==> config.mk <==
export PLATFORM = sky130hd
export DESIGN_NAME = hsic_phy_signal_timing
export DESIGN_NICKNAME = d
export VERILOG_FILES = /design/src/hsic_phy_signal_timing.v /design/src/ahb_byte_port.v
export VERILOG_INCLUDE_DIRS = /design/src /design/src/src
export SDC_FILE = /design/constraint.sdc
export NUM_CORES = 1
export LEC_CHECK = 0
export ABC_AREA = 0
export ABC_CLOCK_PERIOD_IN_PS = 5650
export BUFFER_PORTS_ARGS = -buffer_cell sky130_fd_sc_hd__buf_2
export CORE_MARGIN = 2
export CORE_UTILIZATION = 45
export DETAILED_ROUTE_END_ITERATION = 10
export PLACE_DENSITY_LB_ADDON = 0.2
export REMOVE_ABC_BUFFERS = 1
export SLEW_MARGIN = 20
export SYNTH_ARGS = -nofsm -noshare
export SYNTH_HDL_FRONTEND = slang
export SYNTH_SLANG_ARGS = --single-unit
==> constraint.sdc <==
create_clock -name mclk_i -period 5.65 [get_ports mclk_i]
set_clock_uncertainty 0.15 [all_clocks]
set_input_delay 1.695 -clock mclk_i [delete_from_list [all_inputs] [get_ports mclk_i]]
set_output_delay 1.695 -clock mclk_i [all_outputs]
set_load 0.03 [all_outputs]
==> src/hsic_timing_consts.vh <==
// Constants for the HSIC signal timing block: register indices, resets, timing units
`ifndef HSIC_TIMING_CONSTS_VH
`define HSIC_TIMING_CONSTS_VH

// Register indices; byte address on the bus is four times the index
`define IDX_W 12
`define IDX_WAKE_LO 12'h208
`define IDX_WAKE_HI 12'h209
`define IDX_TURN_LO 12'h20C
`define IDX_TURN_HI 12'h20D
`define IDX_BIT_LO 12'h210
`define IDX_BIT_HI 12'h211
`define IDX_FILT_LO 12'h214
`define IDX_FILT_HI 12'h215
`define IDX_STATUS 12'h220

// Reset values
`define RST_WAKE_LO 8'hE8
`define RST_WAKE_HI 8'h03
`define RST_TURN_LO 8'h58
`define RST_TURN_HI 8'h02
`define RST_BIT_LO 8'hB9
`define RST_BIT_HI 8'h0B
`define RST_FILT_LO 8'hB4
`define RST_FILT_HI 8'h00

// Status register bit positions
`define ST_BUS_RESET 0
`define ST_WAKE 1
`define ST_CHIRP 2
`define ST_STROBE 3
`define ST_DATA 4

// Timing: system clock, count unit clock, wakeup step
`define CLK_FREQ_KHZ 10000
`define UNIT_FREQ_KHZ 60000
`define STEP_TIME_US 1
`define UNITS_PER_CLK (`UNIT_FREQ_KHZ / `CLK_FREQ_KHZ)
`define CYC_PER_STEP ((`STEP_TIME_US * `CLK_FREQ_KHZ) / 1000)

// Number of K/J pairs in the chirp answer
`define CHIRP_PAIRS 3

`endif

==> src/hsic_phy_signal_timing.v <==
// HSIC physical layer signal timing: wakeup drive, chirp answer, bus reset filter
//
// Functional notes
// RULE1: Drive remote wakeup at least programmed microseconds
// RULE2: Wakeup time: 16 bits, bytes 0x208/0x209
// RULE3: Wait turnaround count after engine chirp K
// RULE4: Chirp answer alternates K and J, starting K
// RULE5: Each K or J lasts bit-period count
// RULE6: Bus reset recognised after filter; entry only
// RULE7: Filter high byte at 0x215, resets zero
// RULE8: Microsecond step from divided clock; load at start
`timescale 1ns/1ps
`include "hsic_timing_consts.vh"
module hsic_phy_signal_timing #(
   parameter CHIRP_PAIRS = `CHIRP_PAIRS
) (
   input wire mclk_i,
   input wire sys_rst_i,
   input wire hsel_i,
   input wire [31:0] haddr_i,
   input wire [1:0] htrans_i,
   input wire hwrite_i,
   input wire [2:0] hsize_i,
   input wire [31:0] hwdata_i,
   input wire hready_i,
   output wire hreadyout_o,
   output wire hresp_o,
   output wire [31:0] hrdata_o,
   input wire strobe_i,
   output wire strobe_o,
   output wire strobe_oe_n_o,
   input wire data_i,
   output wire data_o,
   output wire data_oe_n_o,
   input wire engine_wake_i,
   input wire engine_chirp_k_i,
   output wire chirp_k_o,
   output wire chirp_j_o,
   output wire bus_reset_o,
   output wire wake_active_o
);
   localparam integer UPC_N = `UNITS_PER_CLK;
   localparam integer STEP_N = `CYC_PER_STEP - 1;
   localparam integer BIT_N = 2 * CHIRP_PAIRS - 1;
   localparam [15:0] UPC = UPC_N[15:0];
   localparam [3:0] STEP_LAST = STEP_N[3:0];
   localparam [7:0] BIT_LAST = BIT_N[7:0];

   localparam [1:0] C_IDLE = 2'h0;
   localparam [1:0] C_TURN = 2'h1;
   localparam [1:0] C_BIT = 2'h2;
   localparam [1:0] C_DONE = 2'h3;

   // Counts are in 60 MHz periods; each system clock covers several of them
   function [15:0] tick_down;
      input [15:0] v;
      begin
         tick_down = (v > UPC) ? (v - UPC) : 16'h0000;
      end
   endfunction

   function last_tick;
      input [15:0] v;
      begin
         last_tick = (v <= UPC);
      end
   endfunction

   // Register file
   reg [7:0] wake_lo_r;
   reg [7:0] wake_hi_r;
   reg [7:0] turn_lo_r;
   reg [7:0] turn_hi_r;
   reg [7:0] bit_lo_r;
   reg [7:0] bit_hi_r;
   reg [7:0] filt_lo_r;
   reg [7:0] filt_hi_r;

   wire [`IDX_W-1:0] rd_idx;
   wire [`IDX_W-1:0] wr_idx;
   wire [7:0] wr_byte;
   wire wr;
   reg [7:0] rd_byte;
   reg rd_hit;

   // Link synchronisers and state
   reg strobe_s1_r;
   reg strobe_s2_r;
   reg strobe_d_r;
   reg data_s1_r;
   reg data_s2_r;
   wire strobe_edge;
   wire reset_state;

   reg [15:0] filt_cnt_r;
   reg filt_run_r;
   reg bus_reset_r;

   reg [15:0] wake_cnt_r;
   reg [3:0] step_r;
   reg wake_r;
   reg req_d_r;

   reg [1:0] cst_r;
   reg [15:0] crem_r;
   reg [7:0] cbit_r;
   reg chirp_k_r;
   reg chirp_j_r;
   reg ck_d_r;

   ahb_byte_port #(
      .ADDR_W(14)
   ) u_port (
      .mclk_i(mclk_i),
      .sys_rst_i(sys_rst_i),
      .hsel_i(hsel_i),
      .haddr_i(haddr_i),
      .htrans_i(htrans_i),
      .hwrite_i(hwrite_i),
      .hsize_i(hsize_i),
      .hwdata_i(hwdata_i),
      .hready_i(hready_i),
      .hreadyout_o(hreadyout_o),
      .hresp_o(hresp_o),
      .hrdata_o(hrdata_o),
      .rd_idx_o(rd_idx),
      .rd_byte_i(rd_byte),
      .rd_hit_i(rd_hit),
      .wr_o(wr),
      .wr_idx_o(wr_idx),
      .wr_byte_o(wr_byte)
   );

   // Read decode
   always @* begin
      rd_hit = 1'b1;
      case (rd_idx)
         `IDX_WAKE_LO: rd_byte = wake_lo_r; // [RULE2]
         `IDX_WAKE_HI: rd_byte = wake_hi_r; // [RULE2]
         `IDX_TURN_LO: rd_byte = turn_lo_r;
         `IDX_TURN_HI: rd_byte = turn_hi_r;
         `IDX_BIT_LO: rd_byte = bit_lo_r;
         `IDX_BIT_HI: rd_byte = bit_hi_r;
         `IDX_FILT_LO: rd_byte = filt_lo_r;
         `IDX_FILT_HI: rd_byte = filt_hi_r; // [RULE7]
         `IDX_STATUS: begin
            rd_byte = 8'h00;
            rd_byte[`ST_BUS_RESET] = bus_reset_r;
            rd_byte[`ST_WAKE] = wake_r;
            rd_byte[`ST_CHIRP] = (cst_r == C_TURN) | (cst_r == C_BIT);
            rd_byte[`ST_STROBE] = strobe_s2_r;
            rd_byte[`ST_DATA] = data_s2_r;
         end
         default: begin
            rd_byte = 8'h00;
            rd_hit = 1'b0;
         end
      endcase
   end

   // Register writes; the status register ignores writes
   always @(posedge mclk_i) begin
      if (sys_rst_i) begin
         wake_lo_r <= `RST_WAKE_LO;
         wake_hi_r <= `RST_WAKE_HI;
         turn_lo_r <= `RST_TURN_LO;
         turn_hi_r <= `RST_TURN_HI;
         bit_lo_r <= `RST_BIT_LO;
         bit_hi_r <= `RST_BIT_HI;
         filt_lo_r <= `RST_FILT_LO;
         filt_hi_r <= `RST_FILT_HI; // [RULE7]
      end else if (wr) begin
         case (wr_idx)
            `IDX_WAKE_LO: wake_lo_r <= wr_byte; // [RULE2]
            `IDX_WAKE_HI: wake_hi_r <= wr_byte; // [RULE2]
            `IDX_TURN_LO: turn_lo_r <= wr_byte;
            `IDX_TURN_HI: turn_hi_r <= wr_byte;
            `IDX_BIT_LO: bit_lo_r <= wr_byte;
            `IDX_BIT_HI: bit_hi_r <= wr_byte;
            `IDX_FILT_LO: filt_lo_r <= wr_byte;
            `IDX_FILT_HI: filt_hi_r <= wr_byte; // [RULE7]
            default: ;
         endcase
      end
   end

   // Link pins come from the far side; two flops before anything looks at them
   always @(posedge mclk_i) begin
      if (sys_rst_i) begin
         strobe_s1_r <= 1'b1;
         strobe_s2_r <= 1'b1;
         strobe_d_r <= 1'b1;
         data_s1_r <= 1'b0;
         data_s2_r <= 1'b0;
      end else begin
         strobe_s1_r <= strobe_i;
         strobe_s2_r <= strobe_s1_r;
         strobe_d_r <= strobe_s2_r;
         data_s1_r <= data_i;
         data_s2_r <= data_s1_r;
      end
   end

   assign strobe_edge = strobe_s2_r ^ strobe_d_r;
   // Reset bus state: both lines held low and the strobe not toggling
   assign reset_state = ~strobe_s2_r & ~data_s2_r & ~strobe_edge;

   // Reset filter: qualifies entry only, exit is immediate
   always @(posedge mclk_i) begin
      if (sys_rst_i) begin
         filt_cnt_r <= 16'h0000;
         filt_run_r <= 1'b0;
         bus_reset_r <= 1'b0;
      end else if (~reset_state) begin
         filt_run_r <= 1'b0;
         bus_reset_r <= 1'b0; // [RULE6]
      end else if (~filt_run_r & ~bus_reset_r) begin
         filt_cnt_r <= tick_down({filt_hi_r, filt_lo_r}); // [RULE6]
         filt_run_r <= ~last_tick({filt_hi_r, filt_lo_r});
         bus_reset_r <= last_tick({filt_hi_r, filt_lo_r});
      end else if (filt_run_r) begin
         filt_cnt_r <= tick_down(filt_cnt_r);
         if (last_tick(filt_cnt_r)) begin
            filt_run_r <= 1'b0;
            bus_reset_r <= 1'b1; // [RULE6]
         end
      end
   end

   // Remote wakeup: the engine's request may be shorter than the minimum time
   always @(posedge mclk_i) begin
      if (sys_rst_i) begin
         wake_cnt_r <= 16'h0000;
         step_r <= 4'h0;
         wake_r <= 1'b0;
         req_d_r <= 1'b0;
      end else begin
         req_d_r <= engine_wake_i;
         if (engine_wake_i & ~req_d_r & ~wake_r) begin
            wake_cnt_r <= {wake_hi_r, wake_lo_r}; // [RULE8]
            step_r <= 4'h0;
            wake_r <= 1'b1;
         end else if (wake_r) begin
            // One microsecond per divided step
            if (step_r == STEP_LAST) begin
               step_r <= 4'h0; // [RULE8]
               if (wake_cnt_r != 16'h0000) begin
                  wake_cnt_r <= wake_cnt_r - 16'h0001;
               end
            end else begin
               step_r <= step_r + 4'h1;
            end
            // A last step only ends the drive once the request is gone
            if (~engine_wake_i & ((wake_cnt_r == 16'h0000) |
                ((wake_cnt_r == 16'h0001) & (step_r == STEP_LAST)))) begin
               wake_r <= 1'b0; // [RULE1]
            end
         end
      end
   end

   // Wakeup drives strobe low and data high; released otherwise
   assign strobe_o = 1'b0;
   assign data_o = 1'b1;
   assign strobe_oe_n_o = ~wake_r; // [RULE1]
   assign data_oe_n_o = ~wake_r; // [RULE1]
   assign wake_active_o = wake_r;
   assign bus_reset_o = bus_reset_r;

   // Chirp answer toward the engine
   always @(posedge mclk_i) begin
      if (sys_rst_i) begin
         cst_r <= C_IDLE;
         crem_r <= 16'h0000;
         cbit_r <= 8'h00;
         chirp_k_r <= 1'b0;
         chirp_j_r <= 1'b0;
         ck_d_r <= 1'b0;
      end else begin
         ck_d_r <= engine_chirp_k_i;
         case (cst_r)
            C_IDLE: begin
               chirp_k_r <= 1'b0;
               chirp_j_r <= 1'b0;
               if (engine_chirp_k_i & ~ck_d_r) begin
                  crem_r <= {turn_hi_r, turn_lo_r}; // [RULE3]
                  cst_r <= C_TURN;
               end
            end
            C_TURN: begin
               // The engine dropping its K before turnaround cancels the answer
               if (~engine_chirp_k_i & (crem_r > UPC)) begin
                  cst_r <= C_IDLE;
               end else if (last_tick(crem_r)) begin
                  cst_r <= C_BIT; // [RULE3]
                  crem_r <= {bit_hi_r, bit_lo_r};
                  cbit_r <= 8'h00;
                  chirp_k_r <= 1'b1; // [RULE4]
                  chirp_j_r <= 1'b0;
               end else begin
                  crem_r <= tick_down(crem_r); // [RULE3]
               end
            end
            C_BIT: begin
               if (last_tick(crem_r)) begin
                  crem_r <= {bit_hi_r, bit_lo_r}; // [RULE5]
                  if (cbit_r == BIT_LAST) begin
                     cst_r <= C_DONE;
                     chirp_k_r <= 1'b0;
                     chirp_j_r <= 1'b0;
                  end else begin
                     cbit_r <= cbit_r + 8'h01;
                     chirp_k_r <= cbit_r[0]; // [RULE4]
                     chirp_j_r <= ~cbit_r[0]; // [RULE4]
                  end
               end else begin
                  crem_r <= tick_down(crem_r); // [RULE5]
               end
            end
            C_DONE: begin
               // Wait for the engine to release its K before rearming
               if (~engine_chirp_k_i) begin
                  cst_r <= C_IDLE;
               end
            end
            default: cst_r <= C_IDLE;
         endcase
      end
   end

   assign chirp_k_o = chirp_k_r;
   assign chirp_j_o = chirp_j_r;
endmodule // hsic_phy_signal_timing

==> src/ahb_byte_port.v <==
// AHB-Lite slave front end carrying byte-wide registers, one per aligned word
`timescale 1ns/1ps
`include "hsic_timing_consts.vh"
module ahb_byte_port #(
   parameter ADDR_W = 14
) (
   input wire mclk_i,
   input wire sys_rst_i,
   input wire hsel_i,
   input wire [31:0] haddr_i,
   input wire [1:0] htrans_i,
   input wire hwrite_i,
   input wire [2:0] hsize_i,
   input wire [31:0] hwdata_i,
   input wire hready_i,
   output wire hreadyout_o,
   output wire hresp_o,
   output wire [31:0] hrdata_o,
   output wire [`IDX_W-1:0] rd_idx_o,
   input wire [7:0] rd_byte_i,
   input wire rd_hit_i,
   output wire wr_o,
   output wire [`IDX_W-1:0] wr_idx_o,
   output wire [7:0] wr_byte_o
);
   reg [31:0] hrdata_r;
   reg wr_pend_r;
   reg [`IDX_W-1:0] wr_idx_r;
   wire take;
   wire addr_ok;

   // Only word-sized, aligned accesses inside the map are decoded
   assign take = hsel_i & htrans_i[1] & hready_i;
   assign addr_ok = (haddr_i[31:ADDR_W] == {(32-ADDR_W){1'b0}}) & (haddr_i[1:0] == 2'h0) & (hsize_i == 3'h2);
   assign rd_idx_o = haddr_i[ADDR_W-1:2];

   // Zero wait states; every answer is OKAY
   assign hreadyout_o = 1'b1;
   assign hresp_o = 1'b0;
   assign hrdata_o = hrdata_r;
   assign wr_o = wr_pend_r;
   assign wr_idx_o = wr_idx_r;
   assign wr_byte_o = hwdata_i[7:0];

   always @(posedge mclk_i) begin
      if (sys_rst_i) begin
         hrdata_r <= 32'h0000_0000;
         wr_pend_r <= 1'b0;
         wr_idx_r <= {`IDX_W{1'b0}};
      end else begin
         wr_pend_r <= take & hwrite_i & addr_ok;
         if (take) begin
            wr_idx_r <= haddr_i[ADDR_W-1:2];
         end
         // Read data sampled in the address phase; unmapped reads return zero
         if (take & ~hwrite_i) begin
            hrdata_r <= {24'h00_0000, (addr_ok & rd_hit_i) ? rd_byte_i : 8'h00};
         end
      end
   end
endmodule // ahb_byte_port

==> results of run 1 <==
state kept, by name, indices dropped and copies added (netlist names), 4 cells and up, named ones only:
signal and cells:
turn_lo_r 8, bit_lo_r 8, turn_hi_r 8, filt_lo_r 8
filt_cnt_r 16, filt_hi_r 8, wake_lo_r 8, crem_r 16
u_port.hrdata_o 8, step_r 4, u_port.wr_idx_o 12, cbit_r 8
wake_cnt_r 16, bit_hi_r 8, wake_hi_r 8
routing by layer:
metal	part of all wire	vias up	GRT usage	wire (um)
met5	0	-	0	0
met4	0.016	0	0.0621	358
met3	0.045	24	0.0454	979
met2	0.46	140	0.358	10100
met1	0.48	3328	0.305	10500
li1	-	3554	-	-
cells in the mapped netlist (5+ instances only):
library cell,count
sky130_fd_sc_hd__a211oi_1,9
sky130_fd_sc_hd__a21oi_1,72
sky130_fd_sc_hd__a221oi_1,9
sky130_fd_sc_hd__a31oi_1,13
sky130_fd_sc_hd__and3_1,6
sky130_fd_sc_hd__buf_1,10
sky130_fd_sc_hd__buf_2,5
sky130_fd_sc_hd__buf_4,29
sky130_fd_sc_hd__clkbuf_1,37
sky130_fd_sc_hd__dfxtp_1,159
sky130_fd_sc_hd__ha_1,12
sky130_fd_sc_hd__inv_1,18
sky130_fd_sc_hd__mux2i_1,79
sky130_fd_sc_hd__nand2_1,104
sky130_fd_sc_hd__nand2b_1,11
sky130_fd_sc_hd__nand3_1,14
sky130_fd_sc_hd__nand3b_1,11
sky130_fd_sc_hd__nand4_1,10
sky130_fd_sc_hd__nor2_1,111
sky130_fd_sc_hd__nor2_2,6
sky130_fd_sc_hd__nor2b_1,5
sky130_fd_sc_hd__nor3_1,27
sky130_fd_sc_hd__nor4_1,13
sky130_fd_sc_hd__o211ai_1,9
sky130_fd_sc_hd__o21a_1,6
sky130_fd_sc_hd__o21ai_0,62
sky130_fd_sc_hd__o22ai_1,8
sky130_fd_sc_hd__o31ai_1,7
sky130_fd_sc_hd__or3_1,10
sky130_fd_sc_hd__or4_1,6
sky130_fd_sc_hd__xnor2_1,8
sky130_fd_sc_hd__xor2_1,33
worst paths after layout:
path | from | endpoint | slack, ns | cells after the start
setup / recovery | haddr_i[4] | u_port.hrdata_o[1] | 1.92 | 6
hold reg to reg | strobe_s1_r | strobe_s2_r | 0.26 | 1
setup reg to reg | crem_r[4] | crem_r[0] | 2.55 | 6
hold / removal | strobe_s1_r | strobe_s2_r | 0.26 | 1
metrics by stage:
| stage | utilization | hold slack (ns) | power (mW) | cell area (um2) |
|---|---|---|---|---|
| CTS | 0.512 | 0.261 | 2.91 | 9230 |
| global placement | 0.478 | 0.247 | 1.71 | 8620 |
| floorplan | - | 0.239 | 1.57 | 7970 |
| global route | 0.512 | 0.276 | 3.02 | 9240 |
| finish | 0.512 | 0.257 | 2.89 | 9240 |
| detailed placement | 0.478 | 0.246 | 1.71 | 8620 |
critical path, delay by kind of cell:
family / cells / cell delay [ns]
and+or+nand+nor: 2 / 1.35
buffers and inverters: 1 / 0.23
AOI/OAI and AO/OA: 3 / 0.64
where the power goes:
part	total, mW	switching [mW]	internal, mW
combinational	0.478	0.312	0.166
sequential	1.21	0.0474	1.17
clock	1.20	0.465	0.736
kinds of logic after synthesis:
logic type | after synthesis | synth area share
and+or+nand+nor | 361 | 0.214
xor gates and xnor gates | 41 | 0.0433
other | 2 | 0.000905
DFF | 159 | 0.383
muxes | 85 | 0.106
adders and majority gates | 12 | 0.0181
AOI/OAI and AO/OA | 228 | 0.174
buffers and inverters | 101 | 0.0604
cell usage in the layout (no fill, tap or decap), types with 7 or more instances in the layout:
master and count:
sky130_fd_sc_hd__nand3b_1 11, sky130_fd_sc_hd__nand2_1 104, sky130_fd_sc_hd__o31ai_1 7, sky130_fd_sc_hd__buf_2 65, sky130_fd_sc_hd__nand3_1 14, sky130_fd_sc_hd__nand4_1 10, sky130_fd_sc_hd__o22ai_1 8, sky130_fd_sc_hd__xnor2_1 8
sky130_fd_sc_hd__a211oi_1 9, sky130_fd_sc_hd__ha_1 12, sky130_fd_sc_hd__o21ai_0 62, sky130_fd_sc_hd__nor4_1 13, sky130_fd_sc_hd__o211ai_1 9, sky130_fd_sc_hd__nand2b_1 11, sky130_fd_sc_hd__clkbuf_16 17, sky130_fd_sc_hd__nor3_1 27
sky130_fd_sc_hd__mux2i_1 79, sky130_fd_sc_hd__dfxtp_1 159, sky130_fd_sc_hd__conb_1 28, sky130_fd_sc_hd__nor2_1 111, sky130_fd_sc_hd__xor2_1 33, sky130_fd_sc_hd__or3_1 10, sky130_fd_sc_hd__a21oi_1 71, sky130_fd_sc_hd__inv_1 18
sky130_fd_sc_hd__a221oi_1 9, sky130_fd_sc_hd__a31oi_1 13
area by class of cell:
| type | count | area [um2] | area share |
|---|---|---|---|
| clock inverter | 10 | 135 | 0.0146 |
| multi-input combinational | 755 | 4720 | 0.511 |
| tap | 229 | 287 | 0.0310 |
| clock buffer | 21 | 480 | 0.0520 |
| sequential | 159 | 3180 | 0.345 |
| timing repair buffer | 70 | 363 | 0.0393 |
| inverter | 19 | 71.3 | 0.00772 |
==> impl_metrics.prom, run 1 <==
# TYPE chip_impl_metric gauge
chip_impl_metric{name="drt_first_iter_violations",unit=""} 550
chip_impl_metric{name="timing_max_transition_violations_final",unit=""} 0
chip_impl_metric{name="postCtsResizedCells",unit=""} 0
chip_impl_info{name="yosysTopAreaCell",value="sky130_fd_sc_hd__dfxtp_1"} 1
chip_impl_info{name="synth_area_leaders",value="sky130_fd_sc_hd__dfxtp_1 (38%), sky130_fd_sc_hd__mux2i_1 (9.5%), sky130_fd_sc_hd__nor2_1 (5.0%), sky130_fd_sc_hd__nand2_1 (4.7%), sky130_fd_sc_hd__a21oi_1 (4.3%)"} 1
chip_impl_metric{name="slew-limit-headroom",unit=""} 0.266
chip_impl_info{name="synth-main-ff-cell",value="sky130_fd_sc_hd__dfxtp_1"} 1
chip_impl_metric{name="tightest_slew",unit="ns"} 1.09
chip_impl_metric{name="finalSetupViolations",unit=""} 0
chip_impl_metric{name="synth_largest_type_area_fraction",unit=""} 0.383
chip_impl_metric{name="n_antenna_cell",unit=""} 0
chip_impl_info{name="cts_tree",value="done"} 1
chip_impl_metric{name="power-per-cell-area",unit="nW/um2"} 313
chip_impl_metric{name="synthesis.area",unit="um2"} 8300
chip_impl_metric{name="ant_nets",unit=""} 0
chip_impl_metric{name="max_freq",unit="MHz"} 268
chip_impl_metric{name="rows",unit=""} 49
chip_impl_metric{name="final_instance_count_without_filler_cells",unit=""} 1263
chip_impl_metric{name="vias",unit=""} 7046
chip_impl_metric{name="postSynthRegisterBits",unit=""} 159
chip_impl_metric{name="post-route-drc-count",unit=""} 0
chip_impl_metric{name="postCtsHoldBufs",unit=""} 0
chip_impl_metric{name="layout_setup_ws",unit="ns"} 1.92
chip_impl_metric{name="final_replace_weighted_congestion",unit=""} 0.926
chip_impl_metric{name="antenna_found_initial",unit=""} 0
chip_impl_metric{name="critPathMaxFanout",unit=""} 19
chip_impl_metric{name="remaining_global_route_overflow",unit=""} 0
chip_impl_info{name="crit_path_start_kind",value="input pin"} 1
chip_impl_metric{name="drt_pre_antenna_iters",unit=""} 6
chip_impl_metric{name="final_nets",unit=""} 1112
chip_impl_metric{name="synth_enable_flop_cells",unit=""} 0
chip_impl_info{name="crit_chain",value="buf_2, or4b_2, nor3_1, a221o_1, a211oi_1, o31ai_1"} 1
chip_impl_metric{name="pre_cts_setup_slack",unit="ns"} 1.54
chip_impl_metric{name="cpPeakStageDelay",unit="ns"} 0.73
chip_impl_metric{name="final.min_clock_period",unit="ns"} 3.73
chip_impl_metric{name="fin_setup_tns",unit="ns"} 0
chip_impl_metric{name="floorplan.die.height",unit="um"} 140
chip_impl_metric{name="clock_transition_at_the_registers_of_the_reported_paths",unit="ns"} 0.06
chip_impl_metric{name="die-area",unit="um2"} 19500
chip_impl_metric{name="cap_violations",unit=""} 0
chip_impl_metric{name="insertion_delay",unit="ns"} 0.43
chip_impl_metric{name="die-width",unit="um"} 140
chip_impl_info{name="rsz_0062_raised_after_global_routing",value="no"} 1
chip_impl_metric{name="first_pass_grt_wire_length",unit="um"} 34700
chip_impl_metric{name="hpwl_detailed",unit="um"} 15500
chip_impl_info{name="slowest_stage",value="sky130_fd_sc_hd__or4b_2"} 1
chip_impl_metric{name="post_drt_wl_per_cell",unit="um"} 17.4
chip_impl_metric{name="worst-endpoint-arrival",unit="ns"} 3.92
chip_impl_metric{name="leakagePower",unit="nW"} 3.36
chip_impl_metric{name="area_growth_syn_to_layout",unit="%"} 11.3
chip_impl_metric{name="timing_hold_violations_final",unit=""} 0
chip_impl_metric{name="first_global_vias",unit=""} 6507
chip_impl_metric{name="ys_async_rst_share",unit=""} 0
chip_impl_metric{name="ioPinCount",unit=""} 120
chip_impl_metric{name="clock_path_buffers",unit=""} 2
chip_impl_metric{name="final.fill_count",unit=""} 1729
chip_impl_metric{name="globalRouteTotalUtil",unit=""} 0.223
chip_impl_metric{name="final_min_period_over_clock_period",unit=""} 0.660
chip_impl_info{name="min_path_type",value="reg -> reg"} 1
chip_impl_metric{name="grt_max_degree",unit=""} 54
chip_impl_info{name="worst_setup_path_end_kind",value="flip-flop"} 1
chip_impl_metric{name="drive_gt1_frac",unit=""} 0.126
chip_impl_metric{name="dp.cells",unit=""} 1232
chip_impl_metric{name="synth_warnings",unit=""} 0
chip_impl_metric{name="place.port_buffers",unit=""} 66
chip_impl_metric{name="yosysSeqAreaShare",unit=""} 0.383
chip_impl_metric{name="syn_inst",unit=""} 989
chip_impl_metric{name="placeable_area",unit="um2"} 18000
chip_impl_metric{name="vdd.ir_drop.worst",unit="V"} 0.000309
chip_impl_metric{name="route.final.wire_length",unit="um"} 21900
chip_impl_info{name="cts-root-buf",value="sky130_fd_sc_hd__clkbuf_16"} 1
chip_impl_metric{name="cts_inserted_buffers",unit=""} 17
chip_impl_metric{name="avgViaCountPerCell",unit=""} 5.58
chip_impl_metric{name="cts.sinks",unit=""} 159
chip_impl_info{name="outcome",value="finished, final reports clean"} 1
chip_impl_metric{name="ctsHtreeMaxLevel",unit=""} 4
chip_impl_metric{name="floorplan.initialDensity",unit=""} 0.461
chip_impl_info{name="setup.worst_path.class",value="in -> reg"} 1
chip_impl_metric{name="cts_setup_buffers",unit=""} 0
chip_impl_metric{name="required",unit="ns"} 5.84
chip_impl_metric{name="post_synth.cell_area_avg",unit="um2"} 8.39
chip_impl_metric{name="yosysUniqueCellTypes",unit=""} 71
(Power assumes the default switching activity.)
==> run 2, diff against run 1 <==
--- a/config.mk
+++ b/config.mk
@@ -7,7 +7,7 @@
 export NUM_CORES = 1
 export LEC_CHECK = 0
 export ABC_AREA = 0
-export ABC_CLOCK_PERIOD_IN_PS = 5650
+export ABC_CLOCK_PERIOD_IN_PS = 3700
 export BUFFER_PORTS_ARGS = -buffer_cell sky130_fd_sc_hd__buf_2
 export CORE_MARGIN = 2
 export CORE_UTILIZATION = 45
==> constraint.sdc (replaced) <==
create_clock -name mclk_i -period 3.7 [get_ports mclk_i]
set_clock_uncertainty 0.15 [all_clocks]
set_input_delay 1.11 -clock mclk_i [delete_from_list [all_inputs] [get_ports mclk_i]]
set_output_delay 1.11 -clock mclk_i [all_outputs]
set_load 0.03 [all_outputs]
==> run 2 against run 1 <==
Combinational power is 56% higher. Core utilization increased by 0.70 points. Critical endpoint is now filt_cnt_r[2]. Register-to-register slack worse by 1.9 ns. Hold slack improved by 0.0037 ns. Global-route usage rose by 0.22 points. First-iteration DRC count decreased by 0.55%.
==> impl_metrics.prom, run 2 (synthesis results as in run 1) <==
# TYPE chip_impl_metric gauge
chip_impl_metric{name="ioPinCount",unit=""} 120
chip_impl_metric{name="slew-limit-headroom",unit=""} 0.354
chip_impl_metric{name="post-route-drc-count",unit=""} 0
chip_impl_metric{name="cp.depth",unit=""} 6
chip_impl_metric{name="grt_max_degree",unit=""} 44
chip_impl_info{name="outcome",value="finished, final reports clean"} 1
chip_impl_metric{name="finalSetupViolations",unit=""} 0
chip_impl_metric{name="fin_hold_ws",unit="ns"} 0.261
chip_impl_metric{name="vdd.ir_drop.worst",unit="V"} 0.000450
chip_impl_metric{name="dp.cells",unit=""} 1242
chip_impl_metric{name="postCtsHoldBufs",unit=""} 0
chip_impl_metric{name="final.fill_count",unit=""} 1711
chip_impl_metric{name="ctsHtreeMaxLevel",unit=""} 4
chip_impl_metric{name="rows",unit=""} 49
chip_impl_metric{name="cts_inserted_buffers",unit=""} 17
chip_impl_metric{name="leakagePower",unit="nW"} 3.43
chip_impl_metric{name="final_min_period_over_clock_period",unit=""} 0.838
chip_impl_metric{name="layout_setup_ws",unit="ns"} 0.601
chip_impl_metric{name="reg2regPathDepth",unit=""} 6
chip_impl_info{name="cts-root-buf",value="sky130_fd_sc_hd__clkbuf_16"} 1
chip_impl_info{name="worst_setup_path_end_kind",value="flip-flop"} 1
chip_impl_metric{name="final_nets",unit=""} 1122
chip_impl_metric{name="required",unit="ns"} 3.87
chip_impl_metric{name="ant_nets",unit=""} 0
chip_impl_metric{name="worst-endpoint-arrival",unit="ns"} 3.27
chip_impl_metric{name="cpPeakStageDelay",unit="ns"} 0.82
chip_impl_metric{name="first_global_vias",unit=""} 6405
chip_impl_metric{name="floorplan.initialDensity",unit=""} 0.461
chip_impl_info{name="rsz_0062_raised_after_global_routing",value="no"} 1
chip_impl_info{name="crit_path_start_kind",value="flip-flop"} 1
chip_impl_metric{name="clock_transition_at_the_registers_of_the_reported_paths",unit="ns"} 0.06
chip_impl_info{name="slowest_stage",value="sky130_fd_sc_hd__o31ai_1"} 1
chip_impl_info{name="cts_tree",value="done"} 1
chip_impl_metric{name="fin_setup_tns",unit="ns"} 0
chip_impl_metric{name="first_pass_grt_wire_length",unit="um"} 35000
chip_impl_metric{name="final_replace_weighted_congestion",unit=""} 0.897
chip_impl_metric{name="drt_first_iter_violations",unit=""} 547
chip_impl_metric{name="hpwl_detailed",unit="um"} 15600
chip_impl_metric{name="power-per-cell-area",unit="nW/um2"} 491
chip_impl_metric{name="tightest_slew",unit="ns"} 0.961
chip_impl_metric{name="floorplan.die.height",unit="um"} 140
chip_impl_info{name="layout_commonest_cell",value="sky130_fd_sc_hd__dfxtp_1"} 1
chip_impl_info{name="most-common-layout-cells",value="sky130_fd_sc_hd__dfxtp_1 (159), sky130_fd_sc_hd__nor2_1 (111), sky130_fd_sc_hd__nand2_1 (104)"} 1
chip_impl_metric{name="drt_pre_antenna_iters",unit=""} 5
chip_impl_metric{name="die-width",unit="um"} 140
chip_impl_metric{name="final_instance_count_without_filler_cells",unit=""} 1274
chip_impl_info{name="crit_family",value="compound AO/OA/AOI/OAI gates"} 1
chip_impl_metric{name="final.min_clock_period",unit="ns"} 3.10
chip_impl_metric{name="n_antenna_cell",unit=""} 0
chip_impl_metric{name="max_freq",unit="MHz"} 323
chip_impl_metric{name="area_growth_syn_to_layout",unit="%"} 12.8
chip_impl_metric{name="postCtsResizedCells",unit=""} 0
chip_impl_metric{name="clock_path_buffers",unit=""} 2
chip_impl_metric{name="antenna_found_initial",unit=""} 0
chip_impl_metric{name="post_drt_wl_per_cell",unit="um"} 17.3
chip_impl_metric{name="remaining_global_route_overflow",unit=""} 0
chip_impl_metric{name="route.final.wire_length",unit="um"} 22100
chip_impl_metric{name="vias",unit=""} 7139
chip_impl_metric{name="placeable_area",unit="um2"} 18000
chip_impl_metric{name="pre_cts_setup_slack",unit="ns"} 0.481
chip_impl_metric{name="globalRouteTotalUtil",unit=""} 0.225
chip_impl_metric{name="cp.buffers_inverters",unit=""} 1
chip_impl_metric{name="insertion_delay",unit="ns"} 0.43
chip_impl_info{name="crit_chain",value="or4_1, or3_1, o31ai_1, inv_1, a221oi_1, nor2_1"} 1
chip_impl_info{name="largestRegisters",value="crem_r x16, filt_cnt_r x16, wake_cnt_r x16"} 1
chip_impl_metric{name="cap_violations",unit=""} 0
chip_impl_metric{name="drive_gt1_frac",unit=""} 0.132
chip_impl_info{name="setup.worst_path.class",value="reg -> reg"} 1
chip_impl_metric{name="die-area",unit="um2"} 19500
chip_impl_metric{name="timing_hold_violations_final",unit=""} 0
chip_impl_info{name="min_path_type",value="reg -> reg"} 1
chip_impl_metric{name="avgViaCountPerCell",unit=""} 5.60
chip_impl_metric{name="place.port_buffers",unit=""} 66
chip_impl_metric{name="critPathMaxFanout",unit=""} 7
chip_impl_metric{name="cts_setup_buffers",unit=""} 0
chip_impl_metric{name="cts.sinks",unit=""} 159
chip_impl_metric{name="finalPower",unit="mW"} 4.60
chip_impl_metric{name="hold_depth",unit=""} 1
chip_impl_metric{name="timing_max_transition_violations_final",unit=""} 0
==> run 2: changes by cell type in the layout (fill, tap and decap cells not counted), sizes merged <==
cell      previous run  this run
buf                 70        80
bufinv               3         6
clkbuf              21        19
clkinv               4         5
clkinvlp             4         3
==> run 2: per-stage QoR <==
step / utilization / instance area, um2
final: 0.519 / 9360
after global routing: 0.519 / 9360
after global placement: 0.482 / 8690
after CTS: 0.519 / 9360
after detailed placement: 0.482 / 8690
after floorplan: - / 7970
==> run 2: power breakdown <==
| part | switching [mW] | internal [mW] | leakage (nW) |
|---|---|---|---|
| logic | 0.481 | 0.264 | 1.83 |
| clock network | 0.727 | 1.27 | 0.314 |
| registers | 0.0742 | 1.78 | 1.29 |
==> run 2: worst paths after layout <==
kind / startpoint / to / slack (ns)
worst min-delay path: strobe_s1_r / strobe_s2_r / 0.26
worst max register to register: filt_hi_r[0] / filt_cnt_r[2] / 0.60
worst max-delay path: filt_hi_r[0] / filt_cnt_r[2] / 0.60
worst min register to register: strobe_s1_r / strobe_s2_r / 0.26
==> run 2: cell type report <==
class	count	area (um2)	area share
multi-input combinational	755	4710	0.503
sequential	159	3180	0.340
timing repair buffer	80	438	0.0468
clock buffer	19	433	0.0462
tap	229	287	0.0306
clock inverter	13	238	0.0254
inverter	19	71.3	0.00762
==> run 2: per-layer routing <==
metal	wire [um]	track usage	share of wire
met1	10400	0.310	0.47
met2	10300	0.362	0.47
met4	283	0.0589	0.013
met3	1040	0.0444	0.047
met5	0	0	0
==> run 2: worst register-to-register path, delay by kind of cell (launching register included) <==
family	cells	cell delay, ns
AO/OA/AOI/OAI	2	1.14
buffers and inverters	1	0.28
flip-flops	1	0.39
AND/OR/NAND/NOR	3	1.03
